**config.mk**
```make
export PLATFORM = sky130hd
export DESIGN_NAME = rpc_ctrl
export DESIGN_NICKNAME = d
export VERILOG_FILES = /design/src/rpc_pkg.sv /design/src/rpc_ctrl.sv /design/src/rpc_sync.sv
export SDC_FILE = /design/constraint.sdc
export NUM_CORES = 1
export LEC_CHECK = 0
export BUFFER_PORTS_ARGS = -buffer_cell sky130_fd_sc_hd__buf_2
export CAP_MARGIN = 30
export CORE_ASPECT_RATIO = 1.2
export CORE_MARGIN = 2
export CORE_UTILIZATION = 30
export DETAILED_ROUTE_END_ITERATION = 10
export SLEW_MARGIN = 20
export SYNTH_ARGS = -nofsm -noshare
export SYNTH_HDL_FRONTEND = slang
export SYNTH_SLANG_ARGS = --single-unit
```
**constraint.sdc**
```tcl
create_clock -name clk_i -period 18.8 [get_ports clk_i]
set_input_delay 1.88 -clock clk_i [delete_from_list [all_inputs] [get_ports clk_i]]
set_output_delay 1.88 -clock clk_i [all_outputs]
set_load 0.05 [all_outputs]
```
**src/rpc_pkg.sv**
```systemverilog
// constants, types and helpers of the regulator preset control
package rpc_pkg;

// ----------------------------------------------------------------------
// Overview of operation
// - enable high starts the power stage and regulation; low disables it
// - preset registers stay readable and writable whether enabled or not
// - discharge option is off after reset; when set, disable drains output
// - after enable, soft start rises monotonically to the minimum voltage
// - then setpoint ramps at the programmed rate to target; then regulate
// - select pins 00..11 pick presets 0..3 at addresses 0x00..0x03
// - a select pin change moves the target at once, no bus access needed
// - after reset all presets are Power Save with variant default voltage
// - presets hold voltage in 10 mV steps, narrow or wide range
// - each preset holds its own Power Save or forced PWM choice
// - one global ramp rate governs transitions for all presets
// - active and inactive presets may be rewritten while running
// - rewriting the active preset applies right after the write
// - bit 7 of each preset selects Power Save or forced PWM
// - voltage code is six bits narrow range, seven bits wide range
// ----------------------------------------------------------------------

localparam logic [7:0] ADDR_PRESET0 = 8'h00;
localparam logic [7:0] ADDR_PRESET1 = 8'h01;
localparam logic [7:0] ADDR_PRESET2 = 8'h02;
localparam logic [7:0] ADDR_PRESET3 = 8'h03;
localparam int PRESET_NUM = 4;
localparam int PRESET_OP_CHOICE_BIT = 7;
localparam int VCODE_W = 7;
localparam logic [6:0] VMASK_NARROW = 7'h3f;
localparam logic [6:0] VMASK_WIDE = 7'h7f;
localparam logic MODE_PSAVE = 1'b0;
localparam logic MODE_FPWM = 1'b1;
localparam logic [7:0] RDATA_RST = 8'h00;

// narrow-range defaults: 1.40, 1.00, 1.40, 1.10 V, all Power Save
localparam logic [7:0] PRESET0_RST = 8'h3f;
localparam logic [7:0] PRESET1_RST = 8'h17;
localparam logic [7:0] PRESET2_RST = 8'h3f;
localparam logic [7:0] PRESET3_RST = 8'h21;

// timing
localparam int CLK_PERIOD_PS = 40000;
localparam int RAMP_BASE_PS = 312500;
localparam int RAMP_CNT_W = 10;
localparam int SOFT_STEP_NS = 1000;
localparam int SOFT_STEP_CYC =
    (SOFT_STEP_NS * 1000 + CLK_PERIOD_PS - 1) / CLK_PERIOD_PS;
localparam int SOFT_LVL_W = 4;
localparam logic [3:0] SOFT_LAST = 4'hf;

typedef enum logic [1:0] {
    ST_OFF = 2'b00,
    ST_SOFT = 2'b01,
    ST_RAMP = 2'b10,
    ST_REG = 2'b11
} rpc_state_e;

// cycles per 10 mV step for a ramp code, rounded down, at least one
function automatic logic [RAMP_CNT_W-1:0] rpc_ramp_cycles(
    input logic [2:0] code);
    int cyc;
    cyc = (RAMP_BASE_PS << code) / CLK_PERIOD_PS;
    if (cyc < 1) begin
        cyc = 1;
    end
    return cyc[RAMP_CNT_W-1:0];
endfunction

// true for an address that holds a preset
function automatic logic rpc_addr_hit(input logic [7:0] addr);
    return addr <= ADDR_PRESET3;
endfunction

endpackage

```
**src/rpc_ctrl.sv**
```systemverilog
// regulator preset control: preset registers, select pins and sequencer
`timescale 1ns/1ps
module rpc_ctrl
    import rpc_pkg::*;
#(
    parameter bit WIDE = 1'b0,
    parameter logic [7:0] PRESET0_DEF = PRESET0_RST,
    parameter logic [7:0] PRESET1_DEF = PRESET1_RST,
    parameter logic [7:0] PRESET2_DEF = PRESET2_RST,
    parameter logic [7:0] PRESET3_DEF = PRESET3_RST,
    parameter logic [RAMP_CNT_W-1:0] SOFT_STEP_CYCLES =
        RAMP_CNT_W'(SOFT_STEP_CYC)
) (
    input wire logic clk_i,
    input wire logic sys_rst_i,
    input wire logic en_pin_i,
    input wire logic preset_pick_bit0_i,
    input wire logic preset_pick_bit1_i,
    input wire logic reg_wr_i,
    input wire logic reg_rd_i,
    input wire logic [7:0] reg_addr_i,
    input wire logic [7:0] reg_wdata_i,
    output logic [7:0] reg_rdata_o,
    input wire logic [2:0] ramp_code_i,
    input wire logic discharge_when_off_i,
    output logic power_on_o,
    output logic regulating_o,
    output logic [SOFT_LVL_W-1:0] soft_level_o,
    output logic [VCODE_W-1:0] setpoint_o,
    output logic force_pwm_o,
    output logic discharge_o,
    output logic [1:0] active_preset_o
);

localparam logic [6:0] VMASK = WIDE ? VMASK_WIDE : VMASK_NARROW;
localparam logic [7:0] WMASK = {1'b1, VMASK};

// ----------------------------------------------------------------------
// pin synchronisation
// ----------------------------------------------------------------------
logic en_s;
logic [1:0] pick_s;

rpc_sync #(
    .WIDTH(3)
) u_sync (
    .clk_i(clk_i),
    .sys_rst_i(sys_rst_i),
    .async_i({en_pin_i, preset_pick_bit1_i, preset_pick_bit0_i}),
    .sync_o({en_s, pick_s})
);

// ----------------------------------------------------------------------
// preset registers
// ----------------------------------------------------------------------
logic [7:0] preset_reg [PRESET_NUM];
logic [7:0] preset_next [PRESET_NUM];
logic [7:0] rdata_reg, rdata_next;

always_comb begin
    for (int i = 0; i < PRESET_NUM; i++) begin
        preset_next[i] = preset_reg[i];
    end
    rdata_next = RDATA_RST;
    // access ignores the converter state
    if (reg_wr_i && rpc_addr_hit(reg_addr_i)) begin
        preset_next[reg_addr_i[1:0]] = reg_wdata_i & WMASK;
    end
    if (reg_rd_i && rpc_addr_hit(reg_addr_i)) begin
        rdata_next = preset_reg[reg_addr_i[1:0]];
    end
end

always_ff @(posedge clk_i) begin
    if (sys_rst_i) begin
        preset_reg[0] <= PRESET0_DEF & WMASK;
        preset_reg[1] <= PRESET1_DEF & WMASK;
        preset_reg[2] <= PRESET2_DEF & WMASK;
        preset_reg[3] <= PRESET3_DEF & WMASK;
        rdata_reg <= RDATA_RST;
    end else begin
        for (int i = 0; i < PRESET_NUM; i++) begin
            preset_reg[i] <= preset_next[i];
        end
        rdata_reg <= rdata_next;
    end
end

// ----------------------------------------------------------------------
// active preset decode
// ----------------------------------------------------------------------
logic [VCODE_W-1:0] target_code;
logic target_mode;

always_comb begin
    target_code = preset_reg[pick_s][VCODE_W-1:0] & VMASK;
    target_mode = preset_reg[pick_s][PRESET_OP_CHOICE_BIT];
end

// ----------------------------------------------------------------------
// enable, soft start and ramp sequencer
// ----------------------------------------------------------------------
rpc_state_e state_reg, state_next;
logic [VCODE_W-1:0] sp_reg, sp_next;
logic [SOFT_LVL_W-1:0] soft_reg, soft_next;
logic [RAMP_CNT_W-1:0] cnt_reg, cnt_next;
logic pwm_reg, pwm_next;
logic dis_reg, dis_next;
logic [RAMP_CNT_W-1:0] step_cycles;

always_comb begin
    step_cycles = rpc_ramp_cycles(ramp_code_i);
    state_next = state_reg;
    sp_next = sp_reg;
    soft_next = soft_reg;
    cnt_next = cnt_reg;
    pwm_next = target_mode;
    dis_next = !en_s && discharge_when_off_i;
    case (state_reg)
        ST_OFF: begin
            sp_next = '0;
            soft_next = '0;
            cnt_next = '0;
            if (en_s) begin
                state_next = ST_SOFT;
            end
        end
        ST_SOFT: begin
            if (cnt_reg >= SOFT_STEP_CYCLES - 10'h001) begin
                cnt_next = '0;
                if (soft_reg == SOFT_LAST) begin
                    state_next = ST_RAMP;
                end else begin
                    soft_next = soft_reg + 4'h1;
                end
            end else begin
                cnt_next = cnt_reg + 10'h001;
            end
        end
        ST_RAMP: begin
            if (sp_reg == target_code) begin
                state_next = ST_REG;
                cnt_next = '0;
            end else if (cnt_reg >= step_cycles - 10'h001) begin
                cnt_next = '0;
                if (sp_reg < target_code) begin
                    sp_next = sp_reg + 7'h01;
                end else begin
                    sp_next = sp_reg - 7'h01;
                end
            end else begin
                cnt_next = cnt_reg + 10'h001;
            end
        end
        ST_REG: begin
            // new target from pins or a write restarts the ramp
            if (sp_reg != target_code) begin
                state_next = ST_RAMP;
                cnt_next = '0;
            end
        end
        default: begin
            state_next = ST_OFF;
        end
    endcase
    if (!en_s) begin
        state_next = ST_OFF;
        sp_next = '0;
        soft_next = '0;
        cnt_next = '0;
    end
end

always_ff @(posedge clk_i) begin
    if (sys_rst_i) begin
        state_reg <= ST_OFF;
        sp_reg <= '0;
        soft_reg <= '0;
        cnt_reg <= '0;
        pwm_reg <= MODE_PSAVE;
        dis_reg <= 1'b0;
    end else begin
        state_reg <= state_next;
        sp_reg <= sp_next;
        soft_reg <= soft_next;
        cnt_reg <= cnt_next;
        pwm_reg <= pwm_next;
        dis_reg <= dis_next;
    end
end

// ----------------------------------------------------------------------
// outputs
// ----------------------------------------------------------------------
assign reg_rdata_o = rdata_reg;
assign power_on_o = state_reg != ST_OFF;
assign regulating_o = state_reg == ST_REG;
assign soft_level_o = soft_reg;
assign setpoint_o = sp_reg;
assign force_pwm_o = pwm_reg;
assign discharge_o = dis_reg;
assign active_preset_o = pick_s;
endmodule // rpc_ctrl

```
**src/rpc_sync.sv**
```systemverilog
// three-stage pin synchroniser with agreement filter
`timescale 1ns/1ps
module rpc_sync #(
    parameter int WIDTH = 3
) (
    input wire logic clk_i,
    input wire logic sys_rst_i,
    input wire logic [WIDTH-1:0] async_i,
    output logic [WIDTH-1:0] sync_o
);

logic [WIDTH-1:0] s1_reg, s2_reg, s3_reg, out_reg;
logic [WIDTH-1:0] s1_next, s2_next, s3_next, out_next;

always_comb begin
    s1_next = async_i;
    s2_next = s1_reg;
    s3_next = s2_reg;
    out_next = out_reg;
    // accept a level only once stages two and three agree
    for (int i = 0; i < WIDTH; i++) begin
        if (s2_reg[i] == s3_reg[i]) begin
            out_next[i] = s3_reg[i];
        end
    end
end

always_ff @(posedge clk_i) begin
    if (sys_rst_i) begin
        s1_reg <= '0;
        s2_reg <= '0;
        s3_reg <= '0;
        out_reg <= '0;
    end else begin
        s1_reg <= s1_next;
        s2_reg <= s2_next;
        s3_reg <= s3_next;
        out_reg <= out_next;
    end
end

assign sync_o = out_reg;

endmodule // rpc_sync

```
Word level (Yosys, flattened, before mapping)
Memories as Yosys holds them, arrays and structs flattened. A register that Yosys moved wholly into a read port is not among the register bits.
Cells that the tools add are included.
{"block": "totals", "elab_cells": 93, "romBits": 0, "out_inout_bits": 25, "latchBits": 0, "in_bits": 27, "memories": 1, "regBits": 37, "mem_bits_rw": 32}
{"block": "op_classes", "n_shift": 1, "n_addsub": 5, "mux": 29, "eq_ne": 16, "bitwise": 7, "order_cmp": 7, "reduce_logical": 14, "mul": 0, "n_div": 1}
{"memory": "preset_reg", "depth": 4, "width": 8, "rd": 6, "rd_ports_with_merged_regs": 1, "wr": 4, "line_no": "rpc_ctrl.sv:56", "rtl": "logic [7:0] preset_reg [PRESET_NUM];"}
{"cell": "$mux 10", "count": 5}
{"cell": "$mux 8", "count": 5}
{"cell": "$pmux 10 s4", "count": 1}
{"cell": "$bwmux 32", "count": 1}
{"cell": "$div 32x17->32 const B", "count": 1}
{"cell": "$lt 32x2->1 const B", "count": 1}
{"cell": "$mux 32", "count": 1}
{"cell": "$shl 19x3->32 const A", "count": 1}
{"cell": "$mux 7", "count": 3}
{"cell": "$demux 8 s2", "count": 1}
{"cell": "$pmux 7 s2", "count": 1}
{"cell": "$ne 2x2->1 const B", "count": 6}
{"cell": "$add 10x1->10 const B", "count": 1}
{"cell": "$ge 10x10->1", "count": 1}
{"cell": "$ge 10x5->1 const B", "count": 1}
{"cell": "$sub 10x1->10 const B", "count": 1}
{"cell": "$le 8x2->1 const B", "count": 1}
{"cell": "$mux 2", "count": 4}
{"cell": "$mux 4", "count": 2}
{"cell": "$pmux 2 s4", "count": 1}
{"cell": "$pmux 4 s2", "count": 1}
{"cell": "$add 7x1->7 const B", "count": 1}
{"cell": "$eq 7x6->1", "count": 1}
{"cell": "$lt 7x6->1", "count": 1}
{"cell": "other kinds (21)", "count": 37}

Logic depth before layout (Yosys ltp)
{"block": "depth", "depth_word": 9, "depth_mapped": 61, "depth_no_buf": 53}

By module
A second synthesis with hierarchy kept.
{"block": "unflattened", "cells_unflattened": 1151, "hier_area_um2": 8828.5}
{"module": "rpc_ctrl", "area_per_inst_um2": 8440.6, "cells_each": 1120, "n_inst": 1}
{"module": "rpc_sync", "area_per_inst_um2": 387.9, "cells_each": 31, "n_inst": 1}

Worst setup path before layout
No wires, ideal clock.
{"block": "synth_timing", "path_kind": "input-to-reg", "from": "in ramp_code_i[0]", "to": "reg sp_reg[6], in the netlist setpoint_o[6]", "path_buffers": 7, "setup_slack_ns": 4.941, "cell_stages": 57, "arrival_time_ns": 13.794, "t_required_ns": 18.734, "setup_ns": 0.066, "cell_sequence": "clkbuf_1 -> clkbuf_1 -> inv_1 -> ha_1 -> buf_2 -> nand4b_1 -> and3_1 -> or3b_1 -> a22oi_2 -> o31ai_4 -> a31oi_2 -> nand2_1 -> a21o_4 -> buf_6 -> and2_4 -> nor4_4 -> a32oi_2 -> buf_4 -> [21 not listed] -> ha_1 -> ha_1 -> a21o_1 -> a21o_1 -> a21oi_1 -> nor2b_1 -> o21ai_0 -> nand2b_1 -> a21oi_1 -> nor2b_1 -> o21ai_0 -> nand2b_1 -> a21oi_1 -> nor2_1 -> a21oi_1 -> a21o_1 -> a22oi_1 -> nor2_1"}
{"block": "synth_via", "elab_chain_cells": 8}
{"item": "start, declared", "line_no": "rpc_ctrl.sv:24", "rtl": "input wire logic [2:0] ramp_code_i,"}
{"item": "$shl 19x3->32 *", "line_no": "rpc_pkg.sv:63", "rtl": "cyc = (RAMP_BASE_PS << code) / CLK_PERIOD_PS;"}
{"item": "$div 32x17->32 *", "line_no": "rpc_pkg.sv:63"}
{"item": "$lt 32x2->1", "line_no": "rpc_pkg.sv:64", "rtl": "if (cyc < 1) begin"}
{"item": "$mux 10 *", "line_no": "rpc_pkg.sv:64"}
{"item": "$sub 10x1->10 *", "line_no": "rpc_ctrl.sv:144", "rtl": "end else if (cnt_reg >= step_cycles - 10'h001) begin"}
{"item": "$ge 10x10->1 *", "line_no": "rpc_ctrl.sv:144"}
{"item": "$ne 2x2->1 (no source line) *"}
{"item": "$reduce_and 3->1 (no source line) *"}
{"item": "end signal, assigned", "line_no": "rpc_ctrl.sv:184", "rtl": "sp_reg <= sp_next;"}
{"item": "end, declared", "line_no": "rpc_ctrl.sv:104", "rtl": "logic [VCODE_W-1:0] sp_reg, sp_next;"}
Every way passes the cells marked *; elsewhere a longest branch is shown, timed or not.
A chain may end at the register's enable or synchronous reset.

Worst setup path in the final report
{"block": "layout_timing", "from": "in ramp_code_i[1]", "to": "reg sp_reg[6], in the netlist setpoint_o[6]"}
Same word-level chain as after synthesis.

==> out/results.ini <==
[worst_setup_path]
required_ns = 19.06
critPathCaptureType = flop
cp_slowest_cell = ha_1
rrSetupSlack_ns = 14.72
cpMostUsedCell = a21oi_1
crit_path_max_fanout = 29
r2r-start = u_sync.sync_o[0]$_SDFFE_PP0N_
critPathLaunchType = primary input
setup.worst_path.start = ramp_code_i[1]
cpPeakStageDelay_ns = 0.76
crit_arrival_ns = 17.21
worstSetupPathType = primary input to flop

[yosys]
yosys.area.top_type = dfxtp_1
yosysTopAreaCellShare = 0.156
synthCells = 1203
ys_async_sr_fraction = 0
synth_area_um2 = 9230
yosysWarnings = 0
synth_flop_cell = dfxtp_1
synth_seq_area_share = 0.156
synth-edff-count = 0
synthTopCellsByArea = dfxtp_1 16%, ha_1 5.2%, nor2_1 5.0%, a21oi_1 4.4%, xnor2_1 3.9%
synthesis.nets = 1269
syn_avg_cell_area_um2 = 7.67
synth_seq_cells = 72
synth_cell_types = 124

[sta]
setup_slack_ns = 1.85
final-max-slew-violation-count = 0
finClkSkew_ns = 0.00421
maxSlewHeadroom = 0.325
tns_ns = 0
rsz0062_at_grt = false
worst_slew_pin_slew_ns = 0.987
hold_viol = 0
post-route-min-period_ns = 16.95
finalSetupViolations = 0
post-route-period-util = 0.901
fmax_mhz = 59.0

[placement]
port_buffers = 49
gp_congestion = 0.897
post-place-ws_ns = 1.38
dp_hpwl_um = 21600

[floorplan]
start_util = 0.304
die_x_um = 164
die_h_um = 196
num_rows = 70
fp.dieArea_um2 = 32200
pin_count = 52
coreArea_um2 = 30400

[hold_path]
hold_path_class = flop to flop
min_from = u_sync.s1_reg[2]$_SDFF_PP0_

[clock_network]
ctsResizeCount = 0
cts-hold-fix-buffers = 0
clock-root-buffer = clkbuf_16
cts.sinks = 72
post_cts_buffers = 0
clockBufferDepth = 2
cts_made_buffers = 9
clk_pin_slew_ns = 0.06
cts_tree = built
clock_latency_ns = 0.33
h-tree-depth = 3

[layout]
fin_nets = 1281
fin_util = 0.331
antenna_cells = 0
drive_gt1_frac = 0.142
area_growth_syn_to_layout_pct = 9.06
largest_reg_flops = 28

[routing]
dr.pass1.iters = 5
viasPerCell = 5.86
vias = 9475
wl_per_cell_um = 17.5
wirelength_um = 28300
drtIter0Drc = 593
remaining_drc_errors = 0
drtAntennaViolNets = 0

[pwr]
power_density_nw_per_um2 = 161
ir_drop_mv = 0.109
p_leak_nw = 3.81
p_total_mw = 1.62

[global_route]
grt_pass1_wl_um = 46500
gr-usage-all-layers = 0.175
grt_max_degree = 52
antenna_found_initial = 0
gr-total-overflow = 0
grt_pass1_vias = 9195

[job]
cap_violations = 0

[status]
status = finished, final reports clean

[cells in the mapped netlist, drive strengths merged (11+ instances only)]
master / number
o211ai: 16
a21o: 23
nor3: 47
nor2: 125
nand2: 88
nand4: 16
ha: 38
o21ai: 55
a211o: 31
and2: 12
mux4: 14
a211oi: 17
nand2b: 24
a31oi: 15
buf: 35
clkbuf: 27
dfxtp: 72
a22oi: 16
o22ai: 11
inv: 41
nor2b: 36
nor4: 15
o21a: 12
or2: 12
mux2i: 25
a21oi: 86
or3: 12
xnor2: 41
nand3: 39
and3: 22
xor2: 13
[routing by layer]
| layer | share of wire | vias to the layer above | global-route usage |
|---|---|---|---|
| li1 | - | 4606 | - |
| met1 | 0.43 | 4554 | 0.219 |
| met2 | 0.50 | 261 | 0.307 |
| met3 | 0.041 | 54 | 0.0173 |
| met4 | 0.028 | 0 | 0.0663 |
| met5 | 0 | - | 0 |
[final cells by class]
| type | count | area (um2) |
|---|---|---|
| clock buffer | 10 | 239 |
| clock inverter | 6 | 82.6 |
| fill | 3225 | 20300 |
| inverter | 42 | 163 |
| multi-input combinational | 1027 | 7290 |
| sequential | 72 | 1440 |
| tap | 396 | 495 |
| timing repair buffer | 63 | 355 |
[through the flow]
stage / cell area [um2] / hold WS, ns / cells
finish: 10100 / 0.437 / 1616
global route: 10100 / 0.463 / 1616
CTS: 10000 / 0.438 / 1611
detailed placement: 9700 / 0.425 / 1595
global placement: 9700 / 0.418 / 1595
floorplan: 9230 / 0.414 / 1203
[critical path, delay by kind of cell]
family / cells / cell delay (ns)
adders and majority gates: 3 / 1.35
buffers and inverters: 5 / 1.32
AOI/OAI and AO/OA: 26 / 7.97
and+or+nand+nor: 15 / 3.98
muxes: 2 / 0.69
[cell families after synthesis]
family	synth area share
AND/OR/NAND/NOR	0.281
AO/OA/AOI/OAI	0.326
XOR/XNOR	0.0537
other	0.000406
flip-flops	0.156
adder cells (fa/ha/maj)	0.0569
buffers and inverters	0.0541
multiplexers	0.0712
[power by group]
group          switching [mW]  internal, mW
clock                  0.0630         0.119
sequential           0.000428         0.154
combinational           0.820         0.465
[worst paths after layout]
check / to / cells after the start
worst max register to register: setpoint_o[6]$_SDFFE_PP0P_ / 17
worst min register to register: u_sync.s2_reg[2]$_SDFF_PP0_ / 1
worst min-delay path: u_sync.s2_reg[2]$_SDFF_PP0_ / 1
worst max-delay path: setpoint_o[6]$_SDFFE_PP0P_ / 51
[cell usage in the layout, fill, tap and decap left out, types with 7 or more instances in the layout]
| cell | instances |
|---|---|
| or2_2 | 8 |
| buf_2 | 49 |
| o211ai_1 | 16 |
| a211oi_1 | 10 |
| nor4_1 | 12 |
| a21oi_1 | 82 |
| nor2b_1 | 36 |
| mux2i_1 | 24 |
| or3_1 | 12 |
| a22oi_1 | 13 |
| nand4_1 | 15 |
| o21a_1 | 11 |
| o31ai_1 | 7 |
| and3_1 | 21 |
| mux2_2 | 7 |
| nand2b_1 | 22 |
| mux4_2 | 14 |
| inv_1 | 38 |
| o22ai_1 | 11 |
| nand2_1 | 88 |
| buf_4 | 11 |
| nor3_1 | 44 |
| a31oi_1 | 13 |
| clkbuf_16 | 9 |
| a211o_1 | 31 |
| o21ai_0 | 47 |
| nor2_1 | 123 |
| nor3b_1 | 7 |
| ha_1 | 38 |
| dfxtp_1 | 72 |
| xnor2_1 | 41 |
| and2_1 | 11 |
| a21o_1 | 20 |
| xor2_1 | 13 |
| nand3_1 | 39 |
No activity file was read; power rests on OpenSTA's default activity.
